==> src/logic/gbsms_consts.svh <==
/*
  Constants of the gain bank and servo mode selector: register offsets,
  field positions of the servo command I/O word, reset values and times.
  Assumes a 100 MHz clock and a 32-bit AXI4-Lite register bus.
*/
`ifndef GBSMS_CONSTS_SVH
`define GBSMS_CONSTS_SVH

// register map, byte addresses
`define GBSMS_ADDR_W 8
`define GBSMS_OFF_CTRL 8'h00
`define GBSMS_OFF_STATUS 8'h04
`define GBSMS_OFF_CMDWORD 8'h08
`define GBSMS_OFF_PARAM 8'h40

// control and status fields
`define GBSMS_CTRL_RESTART_BIT 8
`define GBSMS_STAT_SERVO_BIT 8
`define GBSMS_STAT_AUTO_BIT 9
`define GBSMS_STAT_SETTLED_BIT 10
`define GBSMS_STAT_WARN_BIT 16

// servo command I/O word fields
`define GBSMS_CMD_GSEL_LSB 8
`define GBSMS_CMD_SVMOD_BIT 30
`define GBSMS_CMD_NCL_BIT 7
`define GBSMS_CMD_PCL_BIT 6
`define GBSMS_CMD_PPI_BIT 4
`define GBSMS_CMD_USED_MASK 32'h4000_0fd0

// lowest digit of the automatic switching setting
`define GBSMS_AUTO_OFF 4'h0
`define GBSMS_AUTO_ON 4'h1

// gain parameters
`define GBSMS_PW 16
`define GBSMS_PARAM_RST 16'h0000

// timing
`define GBSMS_CLK_PERIOD_NS 10
`define GBSMS_SETTLE_TIME_NS 2000000
`define GBSMS_SETTLE_CYCLES \
  ((`GBSMS_SETTLE_TIME_NS + `GBSMS_CLK_PERIOD_NS - 1) / `GBSMS_CLK_PERIOD_NS)
`define GBSMS_SETTLE_W 18

// bus responses
`define GBSMS_RESP_OKAY 2'b00
`define GBSMS_RESP_SLVERR 2'b10

`endif

==> src/logic/gbsms_pkg.sv <==
/*
  Types of the gain bank and servo mode selector: bus carriers, the gain
  set, and the state records of the top and of the bus slave.
  Assumes gbsms_consts.svh on the include path.
*/
`include "gbsms_consts.svh"

package gbsms_pkg;

  // master to slave, AXI4-Lite
  typedef struct packed {
    logic awvalid;
    logic [`GBSMS_ADDR_W-1:0] awaddr;
    logic wvalid;
    logic [31:0] wdata;
    logic [3:0] wstrb;
    logic bready;
    logic arvalid;
    logic [`GBSMS_ADDR_W-1:0] araddr;
    logic rready;
  } gbsms_axi_req_t;

  // slave to master, AXI4-Lite
  typedef struct packed {
    logic awready;
    logic wready;
    logic bvalid;
    logic [1:0] bresp;
    logic arready;
    logic rvalid;
    logic [31:0] rdata;
    logic [1:0] rresp;
  } gbsms_axi_rsp_t;

  // one register write handed to the block
  typedef struct packed {
    logic en;
    logic [`GBSMS_ADDR_W-1:0] addr;
    logic [31:0] data;
    logic [3:0] strb;
  } gbsms_wr_t;

  // gain values of the active bank
  typedef struct packed {
    logic [`GBSMS_PW-1:0] spd_gain;
    logic [`GBSMS_PW-1:0] spd_integ;
    logic [`GBSMS_PW-1:0] pos_gain;
    logic [`GBSMS_PW-1:0] trq_filt;
  } gbsms_gain_t;

  typedef struct packed {
    logic aw_hold;
    logic [`GBSMS_ADDR_W-1:0] awaddr;
    logic w_hold;
    logic [31:0] wdata;
    logic [3:0] wstrb;
    gbsms_axi_rsp_t rsp;
  } gbsms_slv_state_t;

  typedef struct packed {
    logic [3:0] pend_sel;
    logic [3:0] auto_sel;
    logic [3:0] gain_field;
    logic servo_req;
    logic servo_on;
    logic warn;
    logic [31:0] last_word;
    logic [`GBSMS_SETTLE_W-1:0] settle_cnt;
    logic settled;
    logic [15:0][`GBSMS_PW-1:0] params;
    gbsms_gain_t gain_out;
  } gbsms_state_t;

endpackage : gbsms_pkg

==> src/logic/gbsms_top.sv <==
/*
  Gain bank and servo mode selector: decodes the gain-bank field and the
  servo mode request of each servo command I/O word, holds four banks of
  gain parameters, drives the active bank's gains and the servo mode.
  Assumes the word, its strobe and the motion command levels come from
  fieldbus logic on clk; software reaches the registers over AXI4-Lite.
*/
`include "gbsms_consts.svh"
`timescale 1ns/1ps
`default_nettype none

// How it works
// - the active gain bank comes from the 4-bit gain-bank field of each command word.
// - bits 9 and 8 of the command word pick gain bank 0, 1, 2 or 3.
// - each bank holds its own speed gain, integral time, position gain and torque filter.
// - in manual switching, bit 30 of the command word turns servo mode off at 0, on at 1.
// - the low digit of the switching setting picks manual (0) or automatic (1) on restart.
// - in automatic switching, interpolation and orientation commands force servo mode on.
// - in automatic switching, clearing the request during those commands raises a warning.
module gbsms_top #(
  parameter int SETTLE_CYCLES = `GBSMS_SETTLE_CYCLES
) (
  input wire logic clk,
  input wire logic nrst,
  input wire logic ce,
  input wire gbsms_pkg::gbsms_axi_req_t axi_req,
  output gbsms_pkg::gbsms_axi_rsp_t axi_rsp,
  input wire logic cmd_valid,
  input wire logic [31:0] servo_command_io_word,
  input wire logic interpolation_feed_command,
  input wire logic spindle_orientation_command,
  input wire logic quick_orientation_command,
  output gbsms_pkg::gbsms_gain_t active_gains,
  output logic [1:0] active_bank,
  output logic servo_mode_on,
  output logic servo_mode_warning,
  output logic bank_settled,
  output logic reverse_torque_limit_request,
  output logic forward_torque_limit_request,
  output logic speed_loop_p_control_request
);
  import gbsms_pkg::*;

  gbsms_state_t s;
  gbsms_state_t next_s;
  gbsms_wr_t wr;
  logic wr_err;
  logic rd_err;
  logic [31:0] rd_data;
  logic auto_mode;
  logic motion_cmd;
  logic restart_hit;

  // true for every address that holds a register
  function automatic logic addr_mapped(input logic [`GBSMS_ADDR_W-1:0] a);
    addr_mapped = (a[7:6] == 2'b01) || (a[7:2] == `GBSMS_OFF_CTRL >> 2) ||
                  (a[7:2] == `GBSMS_OFF_STATUS >> 2) || (a[7:2] == `GBSMS_OFF_CMDWORD >> 2);
  endfunction : addr_mapped

  // byte-lane merge of a write into an old value
  function automatic logic [31:0] lane_merge(input logic [31:0] old, input logic [31:0] d,
                                             input logic [3:0] strb);
    lane_merge = old;
    for (int i = 0; i < 4; i++) begin
      if (strb[i]) begin
        lane_merge[i*8 +: 8] = d[i*8 +: 8];
      end
    end
  endfunction : lane_merge

  // register bus slave
  gbsms_axil_slave u_slave (
    .clk(clk),
    .nrst(nrst),
    .ce(ce),
    .req(axi_req),
    .rsp(axi_rsp),
    .wr(wr),
    .wr_err(wr_err),
    .rd_data(rd_data),
    .rd_err(rd_err)
  );

  assign wr_err = !addr_mapped(wr.addr);
  assign rd_err = !addr_mapped(axi_req.araddr);
  assign auto_mode = (s.auto_sel == `GBSMS_AUTO_ON);
  assign motion_cmd = interpolation_feed_command || spindle_orientation_command ||
                      quick_orientation_command;
  assign restart_hit = wr.en && !wr_err && (wr.addr[7:2] == `GBSMS_OFF_CTRL >> 2) &&
                       wr.strb[1] && wr.data[`GBSMS_CTRL_RESTART_BIT];

  // read mux; unmapped addresses read zero
  always_comb begin
    rd_data = 32'h0000_0000;
    if (axi_req.araddr[7:6] == 2'b01) begin
      rd_data[`GBSMS_PW-1:0] = s.params[axi_req.araddr[5:2]];
    end else if (axi_req.araddr[7:2] == `GBSMS_OFF_CTRL >> 2) begin
      rd_data[3:0] = s.pend_sel;
    end else if (axi_req.araddr[7:2] == `GBSMS_OFF_STATUS >> 2) begin
      rd_data[1:0] = s.gain_field[1:0];
      rd_data[7:4] = s.gain_field;
      rd_data[`GBSMS_STAT_SERVO_BIT] = s.servo_on;
      rd_data[`GBSMS_STAT_AUTO_BIT] = auto_mode;
      rd_data[`GBSMS_STAT_SETTLED_BIT] = s.settled;
      rd_data[`GBSMS_STAT_WARN_BIT] = s.warn;
    end else if (axi_req.araddr[7:2] == `GBSMS_OFF_CMDWORD >> 2) begin
      rd_data = s.last_word;
    end
  end

  // next state: register writes, command word decode, servo mode, gains
  always_comb begin
    logic [31:0] merged;
    logic [3:0] pidx;
    merged = 32'h0000_0000;
    pidx = 4'h0;
    next_s = s;
    if (wr.en && !wr_err) begin
      if (wr.addr[7:6] == 2'b01) begin
        pidx = wr.addr[5:2];
        merged = lane_merge({{(32-`GBSMS_PW){1'b0}}, s.params[pidx]}, wr.data, wr.strb);
        next_s.params[pidx] = merged[`GBSMS_PW-1:0];
      end else if (wr.addr[7:2] == `GBSMS_OFF_CTRL >> 2) begin
        if (wr.strb[0]) begin
          next_s.pend_sel = wr.data[3:0];
        end
      end else if (wr.addr[7:2] == `GBSMS_OFF_STATUS >> 2) begin
        if (wr.strb[2] && wr.data[`GBSMS_STAT_WARN_BIT]) begin
          next_s.warn = 1'b0; // write one to clear
        end
      end
    end
    // the setting only takes hold on a restart
    if (restart_hit) begin
      next_s.auto_sel = next_s.pend_sel;
    end
    // latch the fields of a new command word, reserved bits dropped
    if (cmd_valid) begin
      next_s.last_word = servo_command_io_word & `GBSMS_CMD_USED_MASK;
      next_s.gain_field = servo_command_io_word[`GBSMS_CMD_GSEL_LSB +: 4];
      next_s.servo_req = servo_command_io_word[`GBSMS_CMD_SVMOD_BIT];
    end
    // a changed field restarts the window, even one already at full count
    if (cmd_valid && servo_command_io_word[`GBSMS_CMD_GSEL_LSB +: 4] != s.gain_field) begin
      next_s.settle_cnt = `GBSMS_SETTLE_W'(SETTLE_CYCLES);
    end else if (s.settle_cnt != '0) begin
      next_s.settle_cnt = s.settle_cnt - `GBSMS_SETTLE_W'(1);
    end
    next_s.settled = (next_s.settle_cnt == '0);
    // servo mode: manual follows the request, automatic forces it on during motion commands
    if (auto_mode && motion_cmd) begin
      next_s.servo_on = 1'b1;
      if (!next_s.servo_req) begin
        next_s.warn = 1'b1;
      end
    end else begin
      next_s.servo_on = next_s.servo_req;
    end
    // gains of the bank picked by bits 9 and 8
    next_s.gain_out.spd_gain = s.params[{next_s.gain_field[1:0], 2'd0}];
    next_s.gain_out.spd_integ = s.params[{next_s.gain_field[1:0], 2'd1}];
    next_s.gain_out.pos_gain = s.params[{next_s.gain_field[1:0], 2'd2}];
    next_s.gain_out.trq_filt = s.params[{next_s.gain_field[1:0], 2'd3}];
  end

  // state register, frozen while ce is low
  always_ff @(posedge clk or negedge nrst) begin
    if (!nrst) begin
      s.pend_sel <= `GBSMS_AUTO_OFF;
      s.auto_sel <= `GBSMS_AUTO_OFF;
      s.gain_field <= 4'h0;
      s.servo_req <= 1'b0;
      s.servo_on <= 1'b0;
      s.warn <= 1'b0;
      s.last_word <= 32'h0000_0000;
      s.settle_cnt <= '0;
      s.settled <= 1'b1;
      s.params <= {16{`GBSMS_PARAM_RST}};
      s.gain_out <= {4{`GBSMS_PARAM_RST}};
    end else if (ce) begin
      s <= next_s;
    end
  end

  // outputs straight from state flops
  assign active_gains = s.gain_out;
  assign active_bank = s.gain_field[1:0];
  assign servo_mode_on = s.servo_on;
  assign servo_mode_warning = s.warn;
  assign bank_settled = s.settled;
  assign reverse_torque_limit_request = s.last_word[`GBSMS_CMD_NCL_BIT];
  assign forward_torque_limit_request = s.last_word[`GBSMS_CMD_PCL_BIT];
  assign speed_loop_p_control_request = s.last_word[`GBSMS_CMD_PPI_BIT];
endmodule : gbsms_top

`default_nettype wire

==> src/logic/gbsms_axil_slave.sv <==
/*
  AXI4-Lite slave of the gain bank selector: takes write address and data
  in either order, hands one write at a time to the block, answers reads
  with the word the block presents for the read address.
  Assumes the block decodes addresses combinationally for rd_data/errors.
*/
`include "gbsms_consts.svh"
`timescale 1ns/1ps
`default_nettype none

module gbsms_axil_slave (
  input wire logic clk,
  input wire logic nrst,
  input wire logic ce,
  input wire gbsms_pkg::gbsms_axi_req_t req,
  output gbsms_pkg::gbsms_axi_rsp_t rsp,
  output gbsms_pkg::gbsms_wr_t wr,
  input wire logic wr_err,
  input wire logic [31:0] rd_data,
  input wire logic rd_err
);
  import gbsms_pkg::*;

  gbsms_slv_state_t s;
  gbsms_slv_state_t next_s;

  // write goes through once address and data are both held
  assign wr.en = s.aw_hold && s.w_hold && !s.rsp.bvalid;
  assign wr.addr = s.awaddr;
  assign wr.data = s.wdata;
  assign wr.strb = s.wstrb;
  assign rsp = s.rsp;

  // channel handshakes; readies are registered from the next hold state and, for arready, the next rvalid
  always_comb begin
    next_s = s;
    if (req.awvalid && s.rsp.awready) begin
      next_s.aw_hold = 1'b1;
      next_s.awaddr = req.awaddr;
    end
    if (req.wvalid && s.rsp.wready) begin
      next_s.w_hold = 1'b1;
      next_s.wdata = req.wdata;
      next_s.wstrb = req.wstrb;
    end
    if (s.rsp.bvalid && req.bready) begin
      next_s.rsp.bvalid = 1'b0;
    end
    if (wr.en) begin
      next_s.aw_hold = 1'b0;
      next_s.w_hold = 1'b0;
      next_s.rsp.bvalid = 1'b1;
      next_s.rsp.bresp = wr_err ? `GBSMS_RESP_SLVERR : `GBSMS_RESP_OKAY;
    end
    if (s.rsp.rvalid && req.rready) begin
      next_s.rsp.rvalid = 1'b0;
    end
    if (req.arvalid && s.rsp.arready) begin
      next_s.rsp.rvalid = 1'b1;
      next_s.rsp.rdata = rd_data;
      next_s.rsp.rresp = rd_err ? `GBSMS_RESP_SLVERR : `GBSMS_RESP_OKAY;
    end
    next_s.rsp.awready = !next_s.aw_hold;
    next_s.rsp.wready = !next_s.w_hold;
    next_s.rsp.arready = !next_s.rsp.rvalid;
  end

  // state register, frozen while ce is low
  always_ff @(posedge clk or negedge nrst) begin
    if (!nrst) begin
      s <= '0;
    end else if (ce) begin
      s <= next_s;
    end
  end

endmodule : gbsms_axil_slave

`default_nettype wire

==> config.mk <==
export PLATFORM = sky130hd
export DESIGN_NAME = gbsms_top
export DESIGN_NICKNAME = d
export VERILOG_FILES = /design/src/logic/gbsms_pkg.sv /design/src/logic/gbsms_top.sv /design/src/logic/gbsms_axil_slave.sv
export VERILOG_INCLUDE_DIRS = /design/src /design/src/logic
export SDC_FILE = /design/constraint.sdc
export NUM_CORES = 1
export LEC_CHECK = 0
export BUFFER_PORTS_ARGS = -buffer_cell sky130_fd_sc_hd__buf_2
export CORE_UTILIZATION = 45
export DETAILED_ROUTE_END_ITERATION = 6
export PLACE_DENSITY = 0.63
export SYNTH_ARGS = -nofsm -noshare
export SYNTH_HDL_FRONTEND = slang
export SYNTH_SLANG_ARGS = --single-unit
==> constraint.sdc <==
create_clock -name clk -period 2.4 [get_ports clk]
set_input_delay 0.48 -clock clk [delete_from_list [all_inputs] [get_ports clk]]
set_output_delay 0.48 -clock clk [all_outputs]
set_load 0.05 [all_outputs]
==> summary by stage, run 1 <==
Status
The flow ran to the end, but the final reports show violations. The final reports fail on setup timing.

Floorplanning
The area of the core region is 0.0503 sq mm. In this run the core area contains 82 standard-cell rows. The initial cell density of the core is between 40% and 50%. Pin placement for this block handled 209 I/O pins. Measured along the y axis, the die boundary spans 228 um. The floorplan step defined a die boundary enclosing 0.0520 sq mm.

The die is 228 um wide.

Timing
The count of final max-slew check failures is 0. The count of endpoints failing hold in the final timing report is 0. The clock skew is between 0.02 and 0.025 ns. Setup violations remaining at the end of the flow were counted as between 200 and 300.

The sum of negative setup slack is -16.42 ns. The post-route minimum period is 2.53 ns. The minimum setup slack in the final design is -0.129 ns.

The period utilization is 105%. For the pin with the worst max-slew slack, the measured transition is 0.568 ns. Setup repair after global routing could not meet its margin everywhere.

Based on the critical path, the design can be clocked at up to 395 MHz. The worst-case headroom to the max-slew limit is between 60% and 70%.

Yosys
The portion of synthesized area spent on multiplexers is 41.8%. The synthesized netlist devotes 3.18% of its cell area to simple gates. By area, the combinational part of the netlist is dominated by multiplexers. The count of distinct cell types in the synthesized netlist is 59.

For this run, the leading register cell type out of synthesis is sky130_fd_sc_hd__dfrtp_1. The fraction of the yosys area taken by sequential cells is 44.9%. The number of synthesis warnings is 0.

Synthesis inferred between 400 and 500 register bits. The post-synthesis adder-cell area fraction is 0.0544%. The post-synthesis share of cell area spent on xor and xnor gates is 0.267%. Counting flops with an async set or reset pin after synthesis yields a share of 100%. The number of synthesized flops with an enable pin is 0. The compound-gate portion of the synthesized area is 3.11%. The synthesized netlist occupies a cell area of ~0.023 sq mm. The average cell area after synthesis is 15.1 sq um. The cell count after synthesis is 1,521.

Finish
The number of antenna diodes in the final layout is 0. The share of cells above drive strength 1 is 58.3%. The final-layout fill cell count is 4,102. Registers take approximately 0.010 sq mm. The multi-input combinational cells in the finished layout cover a total of 0.0116 sq mm. The final net count is 1,741. The layout overhead on the synthesized area is 16.0%.

Detailed routing
The vias per cell is 6.19. The routed length per placed instance is 26.8 um. For this block, the initial DRC count from the detailed router was 1,314. The detail route stage leaves a number of antenna-violating nets equal to 0. The final route contains roughly 15,000 vias. The detailed-route wire length is between 60,000 and 70,000 um. The number of design rule violations left after detail routing is 0. For this run, the detailed router's first-pass iteration total came to 5.

CTS
TritonCTS built the clock tree. The clock sink total is 413. The clock reaches the later pin of the worst-skew pair after 0.59 ns. The maximum buffer depth of the clock tree is 3. The number of H-tree levels is 2.

The clock-pin slew of the registers on the worst-case setup and hold paths is 0.06 ns. The library cell used as clock root buffer is sky130_fd_sc_hd__clkbuf_16. Buffers inserted during clock tree synthesis total 46.

Worst setup path
STA classifies the critical path endpoint as a flop. At the worst endpoint, the required time is ~2.9 ns. At the worst endpoint, the arrival time is roughly 3.0 ns. The critical path launch point type is a flop. The critical-path maximum fanout is 9. The setup path with the least slack is of type reg -> reg.

GRT
Global routing used 4.86% of the available met3 tracks. Global routing used 24.6% of the available tracks. The via count of the first global-routing pass was 15,084. The pin count of the biggest net entering global routing is 99. Global routing used 37.9% of the available met2 tracks. The number of antenna violations at the first check in global routing came to 0. The overflow left after global routing is 0.

The first global-routing pass estimated 97,600 um of wire. The global routing stage identified its most utilized layer as met2. For this run, global-route usage on met1 was measured as 35.2%.

Pwr
IR analysis of the VDD net gives a maximum drop of 0.000531 V. For this design the static power due to leakage is 12.3 nW. The total power after layout is roughly 25 mW. In this run the power density over the cells is roughly 950 mW/mm^2.

Min path
The min-delay analysis places its worst path in the category in -> reg.

Place
During placement, the flow inserted port buffers numbering 148. The final weighted congestion in routability-driven placement is 0.841. Summed over all nets, the half-perimeter wirelength after detailed placement is 41,000 um.

Flow run
The max capacitance violation total is 0.
[per-layer routing]
| metal | part of all wire, % | vias up | routed length [um] |
|---|---|---|---|
| li1 | - | 6028 | - |
| met1 | 43 | 7768 | 27400 |
| met2 | 47 | 637 | 29300 |
| met3 | 7.3 | 119 | 4600 |
| met4 | 2.8 | 0 | 1760 |
| met5 | 0 | - | 0 |
[logic make-up after synthesis]
kind of cell | after synthesis
buffers and inverters | 240
AOI/OAI and AO/OA | 109
adders and majority gates | 1
muxes | 604
and+or+nand+nor | 146
DFF | 413
other | 1
xor gates and xnor gates | 7
[power breakdown]
group	switching (mW)	total (mW)	internal (mW)
clock network	2.95	7.42	4.47
registers	1.27	9.41	8.15
logic	4.55	8.54	4.00
total	8.77	25.4	16.6
[cells in the final DEF, fill, tap and decap left out, drive strengths merged, types with 8 or more instances in the layout]
master / netlist / final
a222oi: 8 / 8
nor3: 12 / 12
nor2: 25 / 25
clkbuf: 51 / 64
mux4: 224 / 224
dfrtp: 412 / 412
nand2: 54 / 54
clkinv: 0 / 11
nor4: 9 / 9
buf: 179 / 273
conb: 1 / 16
mux2: 373 / 389
inv: 10 / 11
a21o: 9 / 9
o21ai: 46 / 46
a21oi: 13 / 13
[Yosys cell counts, drive strengths merged (7+ instances only)]
master	count	share of area, %
dfrtp	412	45
nor2	25	0.43
o21ai	46	1.0
a22oi	7	0.23
buf	179	5.7
mux4	224	22
mux2i	7	0.30
nand2	54	0.88
a21oi	13	0.28
mux2	373	19
a222oi	8	0.35
a21o	9	0.29
nor4	9	0.27
nor3	12	0.28
inv	10	0.16
clkbuf	51	0.83
nand2b	7	0.19
nand3	7	0.15
[sequential cells by signal, summed over array words and instances, names as in the netlist]
name / flops
s: 288
active_gains: 64
u_slave.wr: 26
u_slave.rsp: 25
active_bank: 2
u_slave.s: 2
bank_settled: 1
forward_torque_limit_request: 1
reverse_torque_limit_request: 1
servo_mode_on: 1
servo_mode_warning: 1
speed_loop_p_control_request: 1
[through the flow]
| stage | setup slack (ns) | instance area [sq um] | hold WS, ns | cells | utilization [%] |
|---|---|---|---|---|---|
| 2_1_floorplan | -0.0295 | 23100 | 0.184 | 1536 | - |
| 3_3_place_gp | -0.105 | 24600 | 0.438 | 2246 | 49.0 |
| 3_5_place_dp | -0.142 | 24600 | 0.443 | 2246 | 49.0 |
| 4_1_cts | -0.151 | 26600 | 0.0976 | 2353 | 52.9 |
| 5_1_grt | -0.153 | 26700 | 0.128 | 2352 | 53.1 |
| 6_report | -0.129 | 26700 | 0.125 | 2352 | 53.1 |
[final timing paths]
check | start | end | slack [ns] | depth (start not counted)
min in group asynchronous | nrst | s[328] | 0.41 | 2
setup reg to reg | u_slave.wr[39] | s[107] | -0.13 | 5
max in group asynchronous | nrst | u_slave.wr[39] | 1.17 | 3
setup / recovery | u_slave.wr[39] | s[107] | -0.13 | 5
hold reg to reg | u_slave.rsp[12] | u_slave.rsp[12] | 0.47 | 2
hold / removal | axi_req[31] | u_slave.wr[20] | 0.13 | 2
[timing repair]
action | in CTS | in global routing
buffers inserted | 5 | 0
hold buffers | 1 | 0
setup endpoints to repair | 226 | 260
gates cloned | 17 | 1
gates resized for setup | 34 | 34
pin swaps | 1 | 0
endpoints found under the hold margin | 37 | 0
[area by class of cell]
class,count,area share (%)
Multi-Input combinational cell,899,43.5
Sequential cell,413,38.8
Timing Repair Buffer,274,8.50
Clock buffer,64,5.06
Tap cell,672,3.15
Clock inverter,20,0.914
Inverter,10,0.141
[critical path, stage by stage, from the launching register on]
cell and delay (ns):
sky130_fd_sc_hd__dfrtp_4 0.53, sky130_fd_sc_hd__buf_12 0.19, sky130_fd_sc_hd__mux4_2 0.51, sky130_fd_sc_hd__mux4_2 0.52, sky130_fd_sc_hd__mux2_4 0.36, sky130_fd_sc_hd__mux2_2 0.27
Power figures use the tool's default switching activity.
==> run 2: changes to the inputs <==
--- a/config.mk
+++ b/config.mk
@@ -7,9 +7,11 @@
 export NUM_CORES = 1
 export LEC_CHECK = 0
 export BUFFER_PORTS_ARGS = -buffer_cell sky130_fd_sc_hd__buf_2
-export CORE_UTILIZATION = 45
+export CAP_MARGIN = 30
+export CORE_UTILIZATION = 47
 export DETAILED_ROUTE_END_ITERATION = 6
-export PLACE_DENSITY = 0.63
+export MAX_ROUTING_LAYER = met4
+export PLACE_DENSITY = 0.65
 export SYNTH_ARGS = -nofsm -noshare
 export SYNTH_HDL_FRONTEND = slang
 export SYNTH_SLANG_ARGS = --single-unit
==> run 2 against run 1 <==
  * The run still ends with setup timing left
  * Die area shrank 4.2%
  * First-iteration DRC count rose by 14%
  * Via count about the same
  * Register-to-register slack worse by 0.02 ns
  * Count of clock-buffer cells in the layout is the same
  * Clock power increased by 4.0%
  * Cell area rose by 0.77%
  * Utilization grew 2.9 points
  * Worst hold slack better by 0.0099 ns
  * Combinational power grew 4.7%
  * Sequential share of layout area is 0.30 points lower
  * Setup slack got worse by 0.022 ns
==> summary by stage, run 2 (synthesis results as in run 1) <==
Status
The run finished, with violations left. The checks that failed: setup timing.

Detailed routing
The number of violations reported at the end of detailed-routing iteration 0 was 1,493 (+14%). The residual antenna-violating net count after detailed routing is 0 (unchanged). The number of design rule violations left after detail routing is 0 (unchanged). The routed length per placed instance is 27.8 um (+3.5%).

The vias per cell is 6.31 (+2.0%). The detailed-route wire length is 64,000 um (+1.5%). The number of iterations in the first detailed-routing pass is 5 (unchanged).

The number of vias after detailed routing is 14,563 (+0.076%).

Pwr
The share of power burned in combinational logic is 34.3% (+0.6 points). The cell-internal power is 17.3 mW (+3.9%). The fraction of power spent switching nets is 33.9% (-0.67 points). The sequential fraction of design power came to 36.2% (-0.9 points).

The switching power is 8.84 mW (+0.83%). The leakage power is 12.5 nW (+1.2%). The part of the power in the clock network is 29.6% (+0.4 points). The power per standard cell area is 970 mW/mm^2 (+2.0%). The maximum ir drop on the vdd rail came to 0.000543 V (+2.3%).

Min path
The class of the tightest hold or removal check is in -> reg.

Worst setup path
The signal arrival time at the worst endpoint is 3.01 ns (+0.03 ns). The worst endpoint required time is 2.86 ns (about the same). The start-to-end type of the worst setup path is reg -> reg. The sort of element at the end of the critical path is a flop.

STA classifies the critical path startpoint as a flop. The critical-path maximum fanout came to 8 (-1).

Floorplanning
The number of ports placed on the die boundary is 209 (unchanged). The site row count is 80 (-2.4%). The initial cell density of the core was 47.9% (+2.1 points).

The overall die area is 0.0498 sq mm (-4.2%). The area of the core region is 0.0480 sq mm (-4.4%). The vertical die dimension came to 223 um (-2.1%). The horizontal die dimension was 223 um (-2.1%).

Timing
The slew of the pin with the lowest slew margin is 0.708 ns (+0.140 ns). The clock skew is 0.0211 ns (+0.0000729 ns). The final setup violation count came to 256 (+2.0%). The minimum setup slack in the final design is -0.151 ns (-0.0217 ns).

The period utilization is 106% (+0.90 points). The achievable frequency was 392 MHz (-0.85%). The worst-case headroom to the max-slew limit is 52.8% (-9.1 points).

Setup repair after global routing could not meet its margin everywhere. The post-route minimum period is 2.55 ns (+0.0217 ns). The count of endpoints failing hold in the final timing report is 0 (unchanged). The count of final max-slew check failures is 0 (unchanged).

CTS
The clock tree from TritonCTS is done. The clock sink total is 413 (unchanged). The clock buffer count from CTS is 45 (-2.2%). The maximum buffer depth of the clock tree is 3 (unchanged).

Clock tree synthesis selected as its root buffer the cell sky130_fd_sc_hd__clkbuf_16. The number of H-tree levels is 2 (unchanged). The clock latency on the worst-skew pair was 0.58 ns (about the same). The clock-pin slew of the registers on the worst-case setup and hold paths is 0.06 ns (about the same).

Place
The number of instances in the placed design is 2,200 (-2.0%). The estimated wirelength of the detail-placed design is 41,200 um (+0.27%). The area of placed instances is 0.0246 sq mm (-0.24%). The final weighted congestion in routability-driven placement is 0.911 (+8.3%).

The quantity of I/O buffers inserted on ports was 148 (unchanged). The worst setup slack before clock tree synthesis is -0.187 ns (-0.0451 ns).

GRT
The overall global routing resource usage was 25.7% (+1.1 points). The number of antenna violations at the first check in global routing is 0 (unchanged). The overflow left after global routing is 0 (unchanged).

The pin count of the biggest net entering global routing came to 99 (unchanged). The first-pass GRT wire length is 93,400 um (-4.3%). The via count of the first global-routing pass was 14,779 (-2.0%).

Finish
The register with the most flip-flops is s. Leaving out fill and tap cells, the most frequent cell in the layout is sky130_fd_sc_hd__dfrtp_1. The filler-free cell count of the finished design was 2,307 (-1.9%). The share of cells above drive strength 1 came to 58.3% (+0.060 points). The antenna diode count came to 0 (unchanged). The flip-flop count of the largest register after layout is 288 (unchanged). From synthesis to final layout, the design area changed by 16.9%. Leaving out fill and tap cells, the most frequent cells in the layout are sky130_fd_sc_hd__dfrtp_1 (410), sky130_fd_sc_hd__mux2_2 (260), sky130_fd_sc_hd__mux4_2 (214).

The final net count is 1,755 (+0.80%). The final non-filler cell area is 0.0269 sq mm (+0.77%).

Flow run
The max capacitance violation total was 0 (unchanged).
==> run 2: changes by cell type in the layout (fill, tap and decap cells not counted), sizes merged <==
cell      previous run  this run
buf                273       284
clkbuf              64        70
clkinv              11         6
bufinv               5         9
clkinvlp             3         1
mux2               389       387
==> run 2: power by group through the flow <==
stage / registers, mW / logic (mW) / clock network (mW)
after global routing: 9.57 / 9.38 / 8.13
after floorplan: 8.94 / 6.31 / 0
after CTS: 9.33 / 7.84 / 7.86
after global placement: 9.37 / 7.65 / 0
final: 9.44 / 8.94 / 7.72
after detailed placement: 9.44 / 7.78 / 0
==> run 2: final cells by class <==
cell class                 count  area, sq um
clock buffer                  64         1330
clock inverter                17          320
fill                        3790        21200
inverter                      10         37.5
multi-input combinational    897        11600
sequential                   413        10300
tap                          615          769
timing repair buffer         291         2450
==> run 2: critical path, cell delays in order (launching register included) <==
cell                        delay (ns)
sky130_fd_sc_hd__dfrtp_4          0.44
sky130_fd_sc_hd__buf_12           0.16
sky130_fd_sc_hd__clkbuf_16        0.18
sky130_fd_sc_hd__mux4_2           0.50
sky130_fd_sc_hd__mux4_2           0.52
sky130_fd_sc_hd__mux2_4           0.35
sky130_fd_sc_hd__mux2_2           0.28
==> run 2: per-stage QoR <==
step	setup TNS (ns)	util (%)	power (mW)	hold WS, ns
2_1_floorplan	-0.600	-	15.2	0.184
3_3_place_gp	-16.86	51.1	17.0	0.447
3_5_place_dp	-22.36	51.1	17.2	0.459
4_1_cts	-23.31	54.6	25.0	0.104
5_1_grt	-34.82	56.0	27.1	0.127
6_report	-27.91	56.0	26.1	0.135
==> run 2: what timing repair did <==
action | CTS | global route
gates cloned | 0 | 22
endpoints found under the hold margin | 42 | 0
hold buffers | 1 | 0
setup endpoints to repair | 256 | 268
gates resized for setup | 7 | 77
setup buffers | 0 | 3
==> run 2: path summary, 6_finish.rpt <==
check                                         startpoint                           end  slack (ns)  cells past startpoint
worst max-delay path                      u_slave.wr[39]                         s[81]       -0.15                      6
worst min-delay path            servo_command_io_word[7]  reverse_torque_limit_request        0.14                      2
worst max register to register            u_slave.wr[39]                         s[81]       -0.15                      6
worst min register to register           u_slave.rsp[18]               u_slave.rsp[18]        0.47                      2
max in group asynchronous                           nrst                  bank_settled        1.13                      3
min in group asynchronous                           nrst                        s[323]        0.44                      2
==> run 2: per-layer routing <==
| layer | track usage [%] | vias up | share of wire (%) | wire [um] |
|---|---|---|---|---|
| li1 | - | 6048 | - | - |
| met1 | 35.1 | 7719 | 42 | 27000 |
| met2 | 39.6 | 691 | 48 | 30500 |
| met3 | 4.95 | 105 | 7.8 | 4980 |
| met4 | 6.74 | 0 | 2.5 | 1610 |
| met5 | - | - | 0 | 0 |
==> run 3: changes to the inputs <==
--- a/config.mk
+++ b/config.mk
@@ -8,10 +8,11 @@
 export LEC_CHECK = 0
 export BUFFER_PORTS_ARGS = -buffer_cell sky130_fd_sc_hd__buf_2
 export CAP_MARGIN = 30
-export CORE_UTILIZATION = 47
+export CORE_UTILIZATION = 30
 export DETAILED_ROUTE_END_ITERATION = 6
 export MAX_ROUTING_LAYER = met4
-export PLACE_DENSITY = 0.65
+export PLACE_DENSITY = 0.44
 export SYNTH_ARGS = -nofsm -noshare
 export SYNTH_HDL_FRONTEND = slang
+export SYNTH_HIERARCHICAL = 1
 export SYNTH_SLANG_ARGS = --single-unit
==> run 3 against run 2 <==
  * The run still ends with setup timing left
  * Global-route usage down 6.4 points
  * Flip-flop and latch count up 14
  * Maximum frequency up 3.3%
  * Clock power down 3.0%
  * Utilization down 19 points
  * Via count up 9.9%
  * Highest routed layer unchanged
  * Sequential power up 20%
  * Synthesized cell count up 23%
  * Largest cell class unchanged
  * Setup slack better by 0.082 ns
  * Synthesized area down 0.45%
  * Non-clock buffer count up 62
==> summary by stage, run 3 <==
Status
The flow ran to the end, but the final reports show violations. The checks that failed: setup timing.

GRT
The number of antenna violations at the first check in global routing was 6 (+6). The via count of the first global-routing pass is 16,117 (+9.1%). The overall global routing resource usage was 19.3% (-6.4 points). The pin count of the biggest net entering global routing is 81 (-18%).

The first-pass GRT wire length is 109,000 um (+17%). The overflow left after global routing came to 0 (unchanged).

Floorplanning
The initial cell density of the core is 30.6% (-17 points). The horizontal die dimension is 278 um (+25%). The vertical die dimension was 278 um (+25%). The site row count is 100 (+25%).

The overall die area came to 0.0774 sq mm (+55%). The number of ports placed on the die boundary is 209 (unchanged). The area of the core region is 0.0749 sq mm (+56%).

CTS
The clock buffer count from CTS was 50 (+11%). The clock latency on the worst-skew pair is 0.60 ns (+0.02 ns). The library cell used as clock root buffer is sky130_fd_sc_hd__clkbuf_16.

The number of H-tree levels is 2 (unchanged). The maximum buffer depth of the clock tree is 3 (unchanged). The clock-pin slew of the registers on the worst-case setup and hold paths is 0.06 ns (about the same). TritonCTS built the clock tree. The clock sink total was 427 (+3.4%).

Detailed routing
The residual antenna-violating net count after detailed routing is 0 (unchanged). The routed length per placed instance came to 24.3 um (-12%). The number of vias after detailed routing is 16,008 (+9.9%). The vias per cell is 5.31 (-16%). The detailed-route wire length was 73,300 um (+14%). The number of design rule violations left after detail routing came to 0 (unchanged). The number of iterations in the first detailed-routing pass is 5 (unchanged). The number of violations reported at the end of detailed-routing iteration 0 is 1,102 (-26%).

Min path
The number of stages on the worst hold path is 2 (unchanged). The class of the tightest hold or removal check is in -> reg.

Worst setup path
The critical path's slowest cell is sky130_fd_sc_hd__mux4_2. Walking the worst path, the cells encountered are clkbuf_16 -> clkbuf_16 -> mux4_2 -> mux4_2 -> mux2i_4 -> clkbuf_16 -> a21oi_1. The worst endpoint required time is 2.87 ns (about the same). STA classifies the critical path startpoint as a flop. Counting stages on the worst path, the most repeated cell is sky130_fd_sc_hd__clkbuf_16.

The start-to-end type of the worst setup path is reg -> reg. The signal arrival time at the worst endpoint is 2.94 ns (-0.07 ns). The sort of element at the end of the critical path is a flop. The count of cells along the worst register-to-register path is 7 (+1). The critical-path maximum fanout is 8 (unchanged). The longest individual stage delay on the worst path is 0.51 ns (about the same).

Finish
The final net count was 2,108 (+20%). The library cell used most frequently in the layout, excluding fill and tap cells, is sky130_fd_sc_hd__dfrtp_1. The utilization after layout is 37.3% (-19 points). The share of cells above drive strength 1 is 44.2% (-14 points).

The layout overhead on the synthesized area is 22.2%. The flip-flop count of the largest register after layout came to 288 (unchanged). s holds more flip-flops than any other register. The library cells used most frequently in the layout, excluding fill and tap cells, are sky130_fd_sc_hd__dfrtp_1 (424), sky130_fd_sc_hd__mux4_2 (224), sky130_fd_sc_hd__nor2_1 (195).

Timing
The slew of the pin with the lowest slew margin is 0.766 ns (+0.0576 ns). The final-layout worst hold slack is 0.0794 ns (-0.0557 ns). The period utilization came to 103% (-3.4 points). The clock skew came to 0.0168 ns (-0.00423 ns). The achievable frequency is 405 MHz (+3.3%). The post-route minimum period is 2.47 ns (-0.0821 ns). The minimum setup slack in the final design is -0.0690 ns (+0.0821 ns). The final setup violation count is 57 (-78%). The worst-case headroom to the max-slew limit is 48.2% (-4.6 points). The count of final max-slew check failures is 0 (unchanged). The count of endpoints failing hold in the final timing report is 0 (unchanged). Setup repair after global routing could not meet its margin everywhere.

Pwr
The total power after layout is 31.6 mW (+21%). The power per standard cell area was 1130 mW/mm^2 (+17%). The leakage power is 12.3 nW (-1.6%). The maximum ir drop on the vdd rail is 0.000497 V (-8.6%).

Yosys
The average cell area after synthesis came to 12.2 sq um (-19%). The number of synthesis warnings is 6 (+6). The synthesized cell area is 0.0229 sq mm (-0.45%). The cell count after synthesis is 1,877 (+23%).

Place
The estimated wirelength of the detail-placed design is 50,400 um (+22%). The quantity of I/O buffers inserted on ports is 162 (+9.5%). The final weighted congestion in routability-driven placement is 0.866 (-4.9%).

Flow run
The max capacitance violation total is 0 (unchanged).
## run 3: what timing repair did
action / in CTS / in global routing
endpoints found under the hold margin: 27 / 0
hold buffers: 1 / 0
gates resized for setup: 20 / 197
pin swaps: 0 / 33
buffers inserted: 5 / 6
cloned: 0 / 15
setup endpoints to repair: 90 / 205
## run 3: worst max-delay path: cells and delay by family, from the launching register on
| kind | cells | cell delay [ns] |
|---|---|---|
| muxes | 3 | 1.26 |
| AOI/OAI and AO/OA | 1 | 0.06 |
| DFF | 1 | 0.46 |
| buffers and inverters | 3 | 0.55 |
## run 3: path summary, 6_finish.rpt
path	endpoint	slack, ns	start
worst max-delay path	s[290]	-0.07	u_slave/wr[38]
worst min-delay path	u_slave/rsp[38]	0.08	axi_req[10]
worst max register to register	s[290]	-0.07	u_slave/wr[38]
worst min register to register	s[369]	0.47	s[369]
max in group asynchronous	active_gains[16]	1.14	nrst
min in group asynchronous	u_slave/rsp[34]	0.39	nrst
## run 3: cell type report
class	instances	area, sq um
flip-flops and latches	427	10700
fillers	7163	47000
multi-input cells	1153	11200
well taps	969	1210
clock inverters	9	78.8
inverters	26	97.6
repair buffers	353	3210
diodes	3	7.51
clock buffers	75	1510
## run 3: routing by layer
metal	global-route usage (%)	share of wire, %
met5	-	0
met4	5.17	2.2
met3	3.66	6.1
met2	29.4	47
met1	26.3	45
## run 3: per-stage QoR
step	setup TNS (ns)	cells	cell area, sq um	setup WS (ns)
detailed placement	-2.65	2901	25400	-0.196
CTS	-0.129	2991	27000	-0.0339
global route	-7.04	3015	28000	-0.110
floorplan	-0.0645	1891	23200	-0.00131
global placement	-1.90	2900	25300	-0.194
finish	-1.79	3015	28000	-0.0690
## run 3: where the power goes
group          switching, mW  internal, mW  leakage [nW]  total [mW]
Combinational           6.72          6.15          5.73        12.9
Clock                   3.10          4.39         0.779        7.49
Sequential              2.09          9.17          5.75        11.3
